**src/inc/pecr_pkg.sv**
```systemverilog
// Purpose: Shared constants for the extended capability register bank
// Assumes: 32-bit AHB-Lite data, one register per aligned word
// Notes:   Offsets are byte addresses within the configuration space
package pecr_pkg;

	// ------------------------------------------------------------------
	// Register offsets
	// ------------------------------------------------------------------
	localparam logic [11:0] OFF_HDR_LOG_DW2   = 12'h120;
	localparam logic [11:0] OFF_HDR_LOG_DW3   = 12'h124;
	localparam logic [11:0] OFF_HDR_LOG_DW4   = 12'h128;
	localparam logic [11:0] OFF_UNIQUE_ID_FIELD_CAP_HDR  = 12'h180;
	localparam logic [11:0] OFF_UNIQUE_ID_FIELD_LOW      = 12'h184;
	localparam logic [11:0] OFF_UNIQUE_ID_FIELD_HIGH     = 12'h188;
	localparam logic [11:0] OFF_VC_CAP_HDR    = 12'h200;
	localparam logic [11:0] OFF_PORT_VC_CAP1  = 12'h204;

	// ------------------------------------------------------------------
	// Capability header fields
	// ------------------------------------------------------------------
	localparam logic [15:0] CAP_ID_SERIAL     = 16'h0003;
	localparam logic [15:0] CAP_ID_VC         = 16'h0002;
	localparam logic [3:0]  CAP_VERSION       = 4'h1;
	localparam logic [11:0] NEXT_PTR_RESET    = 12'h000;

	// ------------------------------------------------------------------
	// Port channel capability one fields
	// ------------------------------------------------------------------
	localparam logic [2:0]  EXTRA_CHAN_COUNT  = 3'h0;
	localparam logic [2:0]  LOW_PRIO_COUNT    = 3'h0;
	localparam logic [1:0]  ARB_TIME_BASE     = 2'h0;
	localparam logic [1:0]  ENTRY_SIZE_1BIT   = 2'h0;
	localparam logic [1:0]  ENTRY_SIZE_2BIT   = 2'h1;
	localparam logic [1:0]  ENTRY_SIZE_4BIT   = 2'h2;
	localparam logic [1:0]  ENTRY_SIZE_8BIT   = 2'h3;

	// ------------------------------------------------------------------
	// Reset values
	// ------------------------------------------------------------------
	localparam logic [31:0] HDR_LOG_RESET     = 32'h0000_0000;
	localparam logic [31:0] UNIQUE_ID_FIELD_RESET        = 32'h0000_0000;
	localparam logic [31:0] UNMAPPED_READ     = 32'h0000_0000;

	// ------------------------------------------------------------------
	// Bus encodings
	// ------------------------------------------------------------------
	localparam logic [2:0]  HSIZE_WORD        = 3'h2;
	localparam logic        HRESP_OKAY        = 1'h0;

	typedef enum logic {SLV_IDLE, SLV_ACCESS} pecr_slv_state_t;

endpackage : pecr_pkg

```
**src/inc/pecr_reg_if.sv**
```systemverilog
// Purpose: Register access strobe between bus slave and register bank
// Assumes: One access at a time, strobe lasts one cycle
// Notes:   Read data returns combinationally in the same cycle
`timescale 1ns/1ps
interface pecr_reg_if;
	logic        req;
	logic        wr;
	logic [11:0] addr;
	logic [31:0] wdata;
	logic [31:0] rdata;

	modport slave
	(
		output req,
		output wr,
		output addr,
		output wdata,
		input  rdata
	);

	modport regs
	(
		input  req,
		input  wr,
		input  addr,
		input  wdata,
		output rdata
	);
endinterface : pecr_reg_if

```
**src/design/pecr_ahb_slave.sv**
```systemverilog
// Purpose: AHB-Lite slave front end with one wait state per access
// Assumes: Single word transfers, one master
// Notes:   Read data and ready come from flip-flops
`timescale 1ns/1ps
module pecr_ahb_slave
	import pecr_pkg::*;
(
	input  wire logic        hclk,
	input  wire logic        hresetn,
	input  wire logic        hsel,
	input  wire logic [31:0] haddr,
	input  wire logic [1:0]  htrans,
	input  wire logic        hwrite,
	input  wire logic [2:0]  hsize,
	input  wire logic [31:0] hwdata,
	input  wire logic        hready,
	output logic             hreadyout,
	output logic             hresp,
	output logic [31:0]      hrdata,
	pecr_reg_if.slave        rif
);

	pecr_slv_state_t state_q;
	logic [11:0]     addr_q;
	logic            wr_q;

	// ------------------------------------------------------------------
	// Access sequencing
	// ------------------------------------------------------------------
	// The wait state lets write data be used in the cycle it arrives and
	// lets read data leave from a flop, at the cost of one cycle.
	always_ff @(posedge hclk or negedge hresetn)
	begin
		if (!hresetn)
		begin
			state_q   <= SLV_IDLE;
			addr_q    <= 12'h000;
			wr_q      <= 1'b0;
			hreadyout <= 1'b1;
			hrdata    <= UNMAPPED_READ;
		end
		else
		begin
			case (state_q)
				SLV_IDLE:
				begin
					if (hsel && hready && htrans[1])
					begin
						state_q   <= SLV_ACCESS;
						addr_q    <= {haddr[11:2], 2'b00};
						// Narrow writes are ignored
						wr_q      <= hwrite && (hsize == HSIZE_WORD);
						hreadyout <= 1'b0;
					end
				end
				SLV_ACCESS:
				begin
					state_q   <= SLV_IDLE;
					hreadyout <= 1'b1;
					hrdata    <= wr_q ? UNMAPPED_READ : rif.rdata;
				end
				default:
				begin
					state_q   <= SLV_IDLE;
					hreadyout <= 1'b1;
				end
			endcase
		end
	end

	always_ff @(posedge hclk or negedge hresetn)
	begin
		if (!hresetn)
			hresp <= HRESP_OKAY;
		else
			hresp <= HRESP_OKAY;
	end

	assign rif.req   = (state_q == SLV_ACCESS);
	assign rif.wr    = wr_q;
	assign rif.addr  = addr_q;
	assign rif.wdata = hwdata;

endmodule : pecr_ahb_slave

```
**src/design/pecr_top.sv**
```systemverilog
// Purpose: Extended capability register bank of a switch port
// Assumes: Error capture and lock come from neighbouring logic
// Notes:   Logged header and serial number sit in the sticky domain
//
// Summary of operation
// RL1 - Second header doubleword of first uncorrectable error; sticky, zero.
// RL2 - Third header doubleword of first uncorrectable error, read only.
// RL3 - Fourth header doubleword of first uncorrectable error, read only.
// RL4 - Log only the first error; hold until software clears its status.
// RL5 - Serial number header identifier reads 0x3.
// RL6 - Both capability headers report version 0x1 in bits 19:16.
// RL7 - Lockable next pointer in bits 31:20 of each header, reset zero.
// RL8 - Lower unique identifier word, lockable write, sticky, reset zero.
// RL9 - Upper unique identifier word, lockable write, sticky, reset zero.
// RL10 - Lockable fields accept writes only while the write lock is released.
// RL11 - Virtual channel header identifier reads 0x2.
// RL12 - Extra channel count in bits 2:0 reads zero.
// RL13 - Low priority channel count in bits 6:4 reads zero.
// RL14 - Arbitration time base in bits 9:8 reads zero.
// RL15 - Entry size reads 0x2 on upstream port, 0x0 on downstream.
// RL16 - Entry size codes: 0 one bit, 1 two, 2 four, 3 eight.
// RL17 - Reserved bits 3, 7, 31:12 of port capability read zero.
//
// Chosen here: the AHB-Lite register port.
`timescale 1ns/1ps
module pecr_top
	import pecr_pkg::*;
(
	input  wire logic        hclk,
	input  wire logic        hresetn,
	input  wire logic        sticky_resetn,
	input  wire logic        hsel,
	input  wire logic [31:0] haddr,
	input  wire logic [1:0]  htrans,
	input  wire logic        hwrite,
	input  wire logic [2:0]  hsize,
	input  wire logic [31:0] hwdata,
	input  wire logic        hready,
	output logic             hreadyout,
	output logic             hresp,
	output logic [31:0]      hrdata,
	input  wire logic        err_log_valid,
	input  wire logic [31:0] err_hdr_dw2,
	input  wire logic [31:0] err_hdr_dw3,
	input  wire logic [31:0] err_hdr_dw4,
	input  wire logic        err_status_clear,
	input  wire logic        write_lock,
	input  wire logic        upstream_port,
	output logic [63:0]      unique_id,
	output logic             log_held
);

	// ------------------------------------------------------------------
	// Bus front end
	// ------------------------------------------------------------------
	pecr_reg_if rif ();

	pecr_ahb_slave u_slave
	(
		.hclk      (hclk),
		.hresetn   (hresetn),
		.hsel      (hsel),
		.haddr     (haddr),
		.htrans    (htrans),
		.hwrite    (hwrite),
		.hsize     (hsize),
		.hwdata    (hwdata),
		.hready    (hready),
		.hreadyout (hreadyout),
		.hresp     (hresp),
		.hrdata    (hrdata),
		.rif       (rif.slave)
	);

	// ------------------------------------------------------------------
	// Storage
	// ------------------------------------------------------------------
	logic [31:0] hdr_log_q [3];
	logic        log_held_q;
	logic [11:0] unique_id_field_next_ptr_q;
	logic [11:0] vc_next_ptr_q;
	logic [31:0] unique_id_field_low_q;
	logic [31:0] unique_id_field_high_q;
	logic        lock_ok;
	logic        capture;
	logic [31:0] rdata;

	// ------------------------------------------------------------------
	// Helpers
	// ------------------------------------------------------------------
	function automatic logic [31:0] cap_header
	(
		input logic [15:0] id,
		input logic [11:0] next_ptr
	);
		cap_header = {next_ptr, CAP_VERSION, id}; // [RL6]
	endfunction : cap_header

	function automatic logic write_hit
	(
		input logic        req,
		input logic        wr,
		input logic [11:0] addr,
		input logic [11:0] offset
	);
		write_hit = req && wr && (addr == offset);
	endfunction : write_hit

	function automatic logic [1:0] entry_size
	(
		input logic upstream
	);
		// Upstream uses a table of four bit entries
		entry_size = upstream ? ENTRY_SIZE_4BIT
		                      : ENTRY_SIZE_1BIT; // [RL15] [RL16]
	endfunction : entry_size

	// ------------------------------------------------------------------
	// Header log capture
	// ------------------------------------------------------------------
	// A new error is taken only while nothing is held; an error arriving in the
	// same cycle as the status clear is not taken, and the older log stays held.
	assign capture = err_log_valid && !log_held_q; // [RL4]

	always_ff @(posedge hclk or negedge sticky_resetn)
	begin
		if (!sticky_resetn)
		begin
			hdr_log_q[0] <= HDR_LOG_RESET; // [RL1]
			hdr_log_q[1] <= HDR_LOG_RESET;
			hdr_log_q[2] <= HDR_LOG_RESET;
		end
		else if (capture)
		begin
			hdr_log_q[0] <= err_hdr_dw2; // [RL1]
			hdr_log_q[1] <= err_hdr_dw3; // [RL2]
			hdr_log_q[2] <= err_hdr_dw4; // [RL3]
		end
	end

	// An error arriving with the clear keeps the log held: the set wins.
	always_ff @(posedge hclk or negedge sticky_resetn)
	begin
		if (!sticky_resetn)
			log_held_q <= 1'b0;
		else if (err_log_valid)
			log_held_q <= 1'b1; // [RL4]
		else if (err_status_clear)
			log_held_q <= 1'b0; // [RL4]
	end

	assign log_held = log_held_q;

	// ------------------------------------------------------------------
	// Lockable fields
	// ------------------------------------------------------------------
	// Writes under lock are dropped silently; the bus still answers OKAY.
	assign lock_ok = !write_lock; // [RL10]

	always_ff @(posedge hclk or negedge hresetn)
	begin
		if (!hresetn)
			unique_id_field_next_ptr_q <= NEXT_PTR_RESET; // [RL7]
		else if (lock_ok &&
		         write_hit(rif.req, rif.wr, rif.addr, OFF_UNIQUE_ID_FIELD_CAP_HDR))
			unique_id_field_next_ptr_q <= rif.wdata[31:20]; // [RL7] [RL10]
	end

	always_ff @(posedge hclk or negedge hresetn)
	begin
		if (!hresetn)
			vc_next_ptr_q <= NEXT_PTR_RESET; // [RL7]
		else if (lock_ok &&
		         write_hit(rif.req, rif.wr, rif.addr, OFF_VC_CAP_HDR))
			vc_next_ptr_q <= rif.wdata[31:20]; // [RL7] [RL10]
	end

	// Serial number survives a normal reset so it need only be loaded once.
	always_ff @(posedge hclk or negedge sticky_resetn)
	begin
		if (!sticky_resetn)
			unique_id_field_low_q <= UNIQUE_ID_FIELD_RESET; // [RL8]
		else if (lock_ok &&
		         write_hit(rif.req, rif.wr, rif.addr, OFF_UNIQUE_ID_FIELD_LOW))
			unique_id_field_low_q <= rif.wdata; // [RL8] [RL10]
	end

	always_ff @(posedge hclk or negedge sticky_resetn)
	begin
		if (!sticky_resetn)
			unique_id_field_high_q <= UNIQUE_ID_FIELD_RESET; // [RL9]
		else if (lock_ok &&
		         write_hit(rif.req, rif.wr, rif.addr, OFF_UNIQUE_ID_FIELD_HIGH))
			unique_id_field_high_q <= rif.wdata; // [RL9] [RL10]
	end

	assign unique_id = {unique_id_field_high_q, unique_id_field_low_q};

	// ------------------------------------------------------------------
	// Read decode
	// ------------------------------------------------------------------
	// The strap is read live; the slave flops the result, so a strap that
	// moves mid-access cannot tear the returned word.
	always_comb
	begin
		rdata = UNMAPPED_READ;
		case (rif.addr)
			OFF_HDR_LOG_DW2:
				rdata = hdr_log_q[0]; // [RL1]
			OFF_HDR_LOG_DW3:
				rdata = hdr_log_q[1]; // [RL2]
			OFF_HDR_LOG_DW4:
				rdata = hdr_log_q[2]; // [RL3]
			OFF_UNIQUE_ID_FIELD_CAP_HDR:
				rdata = cap_header(CAP_ID_SERIAL,
				                   unique_id_field_next_ptr_q); // [RL5] [RL6] [RL7]
			OFF_UNIQUE_ID_FIELD_LOW:
				rdata = unique_id_field_low_q; // [RL8]
			OFF_UNIQUE_ID_FIELD_HIGH:
				rdata = unique_id_field_high_q; // [RL9]
			OFF_VC_CAP_HDR:
				rdata = cap_header(CAP_ID_VC,
				                   vc_next_ptr_q); // [RL11] [RL6] [RL7]
			OFF_PORT_VC_CAP1:
			begin
				rdata        = 32'h0000_0000; // [RL17]
				rdata[2:0]   = EXTRA_CHAN_COUNT; // [RL12]
				rdata[6:4]   = LOW_PRIO_COUNT; // [RL13]
				rdata[9:8]   = ARB_TIME_BASE; // [RL14]
				rdata[11:10] = entry_size(upstream_port); // [RL15]
			end
			default:
				rdata = UNMAPPED_READ;
		endcase
	end

	assign rif.rdata = rdata;

endmodule : pecr_top

```
**config.mk**
```make
export PLATFORM = sky130hd
export DESIGN_NAME = pecr_top
export DESIGN_NICKNAME = d
export VERILOG_FILES = /design/src/inc/pecr_pkg.sv /design/src/inc/pecr_reg_if.sv /design/src/design/pecr_ahb_slave.sv /design/src/design/pecr_top.sv
export SDC_FILE = /design/constraint.sdc
export NUM_CORES = 1
export LEC_CHECK = 0
export BUFFER_PORTS_ARGS = -buffer_cell sky130_fd_sc_hd__buf_2
export CAP_MARGIN = 20
export CORE_MARGIN = 10
export CORE_UTILIZATION = 53
export CTS_BUF_LIST = sky130_fd_sc_hd__clkbuf_16
export DETAILED_ROUTE_END_ITERATION = 6
export PLACE_DENSITY = 0.8
export SLEW_MARGIN = 15
export SYNTH_ARGS = -nofsm -noshare
export SYNTH_HDL_FRONTEND = slang
export SYNTH_HIERARCHICAL = 1
export SYNTH_SLANG_ARGS = --single-unit
```
**constraint.sdc**
```tcl
create_clock -name hclk -period 2.7 [get_ports hclk]
set_input_delay 0.27 -clock hclk [delete_from_list [all_inputs] [get_ports hclk]]
set_output_delay 0.27 -clock hclk [all_outputs]
set_load 0.02 [all_outputs]
```
# Yosys cells after proc, flatten, opt, wreduce, memory -nomap -nowiden
# Index checks and enable logic that the tools add are counted.
# classes
n_addsub	0
mul	0
div	0
n_lt_le_gt_ge	0
n_eq_ne	10
shifts	0
muxes	9
n_bitwise	1
reduce_logical	17
# ops
cell	n
32-bit case mux with 8 select lines	1
10-bit by 7-bit equality test with 1-bit output (second input constant)	6
32-bit two-way mux	1
10-bit by 8-bit equality test with 1-bit output (second input constant)	2
1-bit logical AND	13
1-bit two-way mux	4
1-bit case mux with 2 select lines	2
3-bit by 2-bit equality test with 1-bit output (second input constant)	1
1-bit logical NOT	2
2-bit two-way mux	1
2-bit by 1-bit != test with 1-bit output (second input constant)	1
2-bit AND reduction	1
2-bit nonzero test	1
1-bit inverter	1
# totals
ff_bits	230
latch_bits	0
ramBits	0
rom_bits	0
output_inout_bits	99
memories	0

# Logic depth before layout (Yosys ltp)
# logic_depth
word_depth	4
ltp_mapped	9
mapped_depth_nobuf	6

# Modules after synthesis
# Netlist, hierarchy kept.
# modules_own_cells
mod	instances	cells_per_inst	area_each_um2	seq_area_each_um2
pecr_top	1	614	8426.8	4629.4
pecr_ahb_slave	1	199	2158.3	1127.3

# Worst setup path after synthesis
# No wires, ideal clock.
# synth_timing
path_type	register to register
from	register u_slave.addr_q[4] (netlist: u_slave/rif.addr[4])
to	register vc_next_ptr_q[10]
t_arrival_ns	2.024
path_slack_ns	0.551
stages_incl_launch_ff	6
path_buffers	1
cell_sequence	dfrtp_1 > or4_4 > or2_4 > or3_4 > buf_6 > mux2_4
# synth_between
elab_chain_cells	3
# synth_rtl
element	line	source
from (decl)	pecr_ahb_slave.sv:24	logic [11:0] addr_q;
from (signal assigned)	pecr_ahb_slave.sv:50	addr_q <= {haddr[11:2], 2'b00};
10-bit by 8-bit equality test with 1-bit output	pecr_top.sv:106	write_hit = req && wr && (addr == offset);
1-bit logical AND	pecr_top.sv:106	
1-bit logical AND	pecr_top.sv:173	else if (lock_ok &&
to (signal assigned)	pecr_top.sv:175	vc_next_ptr_q <= rif.wdata[31:20];
to (decl)	pecr_top.sv:81	logic [11:0] vc_next_ptr_q;
# Every way passes these cells.
# A chain may end at the register's enable or synchronous reset.

# Worst setup path in the final report
# layout_timing
from	register u_slave.addr_q[9] (netlist: u_slave/rif.addr[9])
to	register unique_id_field_next_ptr_q[9]
# layout_between
elab_chain_cells	3
# layout_rtl
element	line	source
10-bit by 7-bit equality test with 1-bit output	pecr_top.sv:106	
1-bit logical AND	pecr_top.sv:106	
1-bit logical AND	pecr_top.sv:164	else if (lock_ok &&
to (signal assigned)	pecr_top.sv:166	unique_id_field_next_ptr_q <= rif.wdata[31:20];
to (decl)	pecr_top.sv:80	logic [11:0] unique_id_field_next_ptr_q;
# Every way passes these cells.

==> impl_metrics.yaml <==
grt:
  first_global_vias: 8874
  gr-usage-met1_pct: 28.5
  grt.busiest_layer: "met2"
  grt_first_pass_wirelength_um: 50800
  grt_max_degree: 97
  grt_use_met3_pct: 6.94
  grt_overflow: 0
  grt_use_met2_pct: 42.7
  grt.total_usage_pct: 24.5
  antenna_found_initial: 1
worst_setup_path:
  crit_family: "simple AND/OR/NAND/NOR gates"
  critical_path_class: "reg2reg"
  critical_path_required_ns: 3.09
  arrival_ns: 2.75
  reg2reg_depth: 4
  critPathMaxFanout: 12
  rrSetupSlack_ns: 0.34
  endpoint_kind: "flop"
  r2r_end: "unique_id_field_next_ptr_q[9]"
  crit_slowest_cell: "or4b_1"
  cp_num_cells: 4
  crit-reg2reg-launch: "u_slave/rif.addr[9]"
  critPathMaxStageDelay_ns: 0.65
  worstSetupStartpointType: "flop"
  crit_buf_inv: 0
  crit_chain: "or4b_1, nor3_2, nand2_1, mux2_2"
floorplanning:
  die_w_um: 161
  row_count: 51
  core_um2: 19500
  dieArea_um2: 26000
  die_y_um: 161
  io_pins: 274
  initial_core_util_pct: 54.2
sta:
  worst_hold_slack_ns: 0.00385
  fin_crit_sh_pct: 87.3
  hold_viol: 0
  slew_headroom_pct: 39.0
  rsz0062_at_grt: "no"
  period_minus_slack_ns: 2.36
  setup_violations: 0
  tightest_slew_ns: 0.914
  tns_ns: 0
  skew_ns: 0.0171
  slew_violations: 0
  fmax_mhz: 424
final_layout:
  area_growth_pct: 29.9
  stdcell_count: 1413
  final_util_pct: 70.4
  drive_gt1_share_pct: 46.3
  final_nets: 1305
synth:
  avgSynthCellArea_um2: 13.0
  yosysTopAreaCellShare_pct: 54.1
  yosys-top-cells-count: "dfrtp_1 (229), mux2_2 (186), a22oi_1 (48)"
  synth.top_cells.by_area: "dfrtp_1 (54%), mux2_2 (20%), a22oi_1 (3.4%)"
  yosysMostFrequentCell: "dfrtp_1"
  yosysWarnings: 6
  synth_cells: 813
  ys_types: 49
  synth-seq-area-share_pct: 54.4
  synth_edf_count: 0
  async_flop_share_pct: 100
  synth_area_um2: 10600
  synth_ff_type: "dfrtp_1"
  yosys_register_bits: 230
  yosysTopAreaCell: "dfrtp_1"
worst_hold_path:
  min_to: "hdr_log_q[83]"
  hp-start: "err_hdr_dw2[19]"
  hold_class: "in2reg"
  hold_depth: 2
run:
  drv_cap: 0
placement:
  globalplace.congestion: 0.889
  dp.cells: 1269
  port_buffers: 249
  hpwl_um: 21800
clocking:
  clk_path_buf_depth: 3
  clkTransAtPathRegs_ns: 0.06
  cts_root_buffer: "clkbuf_16"
  post_cts_buffers: 0
  cts_tree: "built"
  cts.sinks: 230
  cts_buffers: 25
  clkLatencyLatePin_ns: 0.52
  htree_levels: 1
outcome:
  status: "completed"
drt:
  via_per_inst: 5.65
  drc: 0
  num_vias: 7988
  drt_iter0_drc: 515
  post_drt_wl_per_cell_um: 23.2
  drt-pass1-iter-count: 5
  drt-total-wl_um: 32800
  ant_nets: 0
pwr:
  p_leak_nw: 6.69
  power.density_nw_per_um2: 638
  ir_worst_vdd_v: 0.000487
## where the power goes
part	leakage, nW	internal, mW	switching, mW
Combinational	3.29	0.670	0.573
Clock	0.423	2.15	1.39
Sequential	2.97	3.77	0.212
Total	6.69	6.59	2.18
## registers in the layout (all words and copies together), names as in the netlist, 10 cells and up
signal                      flops
hdr_log_q                      96
u_slave/hrdata                 32
u_slave/rif.addr               10
unique_id_field_high_q         32
unique_id_field_low_q          32
unique_id_field_next_ptr_q     12
vc_next_ptr_q                  12
## worst reg2reg max path, cell delays in order, from the launching register on
cell	delay, ns
dfrtp_1	0.40
or4b_1	0.65
nor3_2	0.30
nand2_1	0.44
mux2_2	0.45
## worst max path at each step
stage | start | to | slack [ns]
floorplan | u_slave/rif.addr[4] | vc_next_ptr_q[10] | 0.55
global placement | u_slave/rif.addr[9] | unique_id_field_next_ptr_q[0] | 0.41
detailed placement | u_slave/rif.addr[9] | unique_id_field_next_ptr_q[11] | 0.37
CTS | u_slave/rif.addr[9] | unique_id_field_next_ptr_q[9] | 0.35
global route | u_slave/rif.addr[9] | unique_id_field_next_ptr_q[8] | 0.17
finish | u_slave/rif.addr[9] | unique_id_field_next_ptr_q[9] | 0.34
## cell type report
cell class | count | area [um^2]
sequential | 230 | 5760
inverter | 32 | 120
antenna | 1 | 2.50
multi-input combinational | 465 | 4220
fill | 1348 | 5770
timing repair buffer | 376 | 2480
clock inverter | 19 | 215
clock buffer | 25 | 626
tap | 265 | 332
## cell families (layout without fill, tap and decap cells)
group | Yosys count | count (layout) | synth area share, %
mux | 220 | 220 | 23.9
other cells | 1 | 4 | 0.0354
buf+inv | 120 | 452 | 5.90
simple gates | 91 | 91 | 5.79
compound gates | 151 | 151 | 10.0
flops | 230 | 230 | 54.4
## cell usage in the layout (no fill, tap or decap), types with 4 or more instances in the layout
cell type / count
buf_2: 248
dfrtp_1: 228
mux2_2: 186
dlygate4sd3_1: 99
a22oi_1: 48
o21ai_0: 45
inv_1: 34
nand3b_1: 30
buf_4: 26
clkbuf_16: 25
mux2_4: 18
a2bb2oi_1: 16
mux2i_1: 14
nand2_1: 13
nor2_1: 12
a211o_1: 9
o2bb2ai_1: 9
clkinv_2: 7
a21oi_1: 6
nor2b_1: 5
bufinv_16: 5
o22ai_1: 4
a22o_1: 4
clkinv_1: 4
## stage by stage
| step | instance area [um^2] | worst slack [ns] | power (mW) |
|---|---|---|---|
| after floorplan | 10600 | 0.551 | 4.69 |
| after detailed placement | 11900 | 0.372 | 5.15 |
| final | 13800 | 0.343 | 8.77 |
| after global placement | 11900 | 0.415 | 5.10 |
| after global routing | 13800 | 0.171 | 9.08 |
| after CTS | 13800 | 0.350 | 8.78 |
## metal layers
layer	vias to the layer above	share of wire [%]
li1	3553	-
met1	4002	38
met2	361	50
met3	72	8.2
met4	0	3.8
met5	-	0
## timing repair
| action | in CTS | in global routing |
|---|---|---|
| endpoints found under the hold margin | 237 | 0 |
| hold buffers | 99 | 0 |
| gates resized for setup | 0 | 0 |
Power figures use the tool's default switching activity.
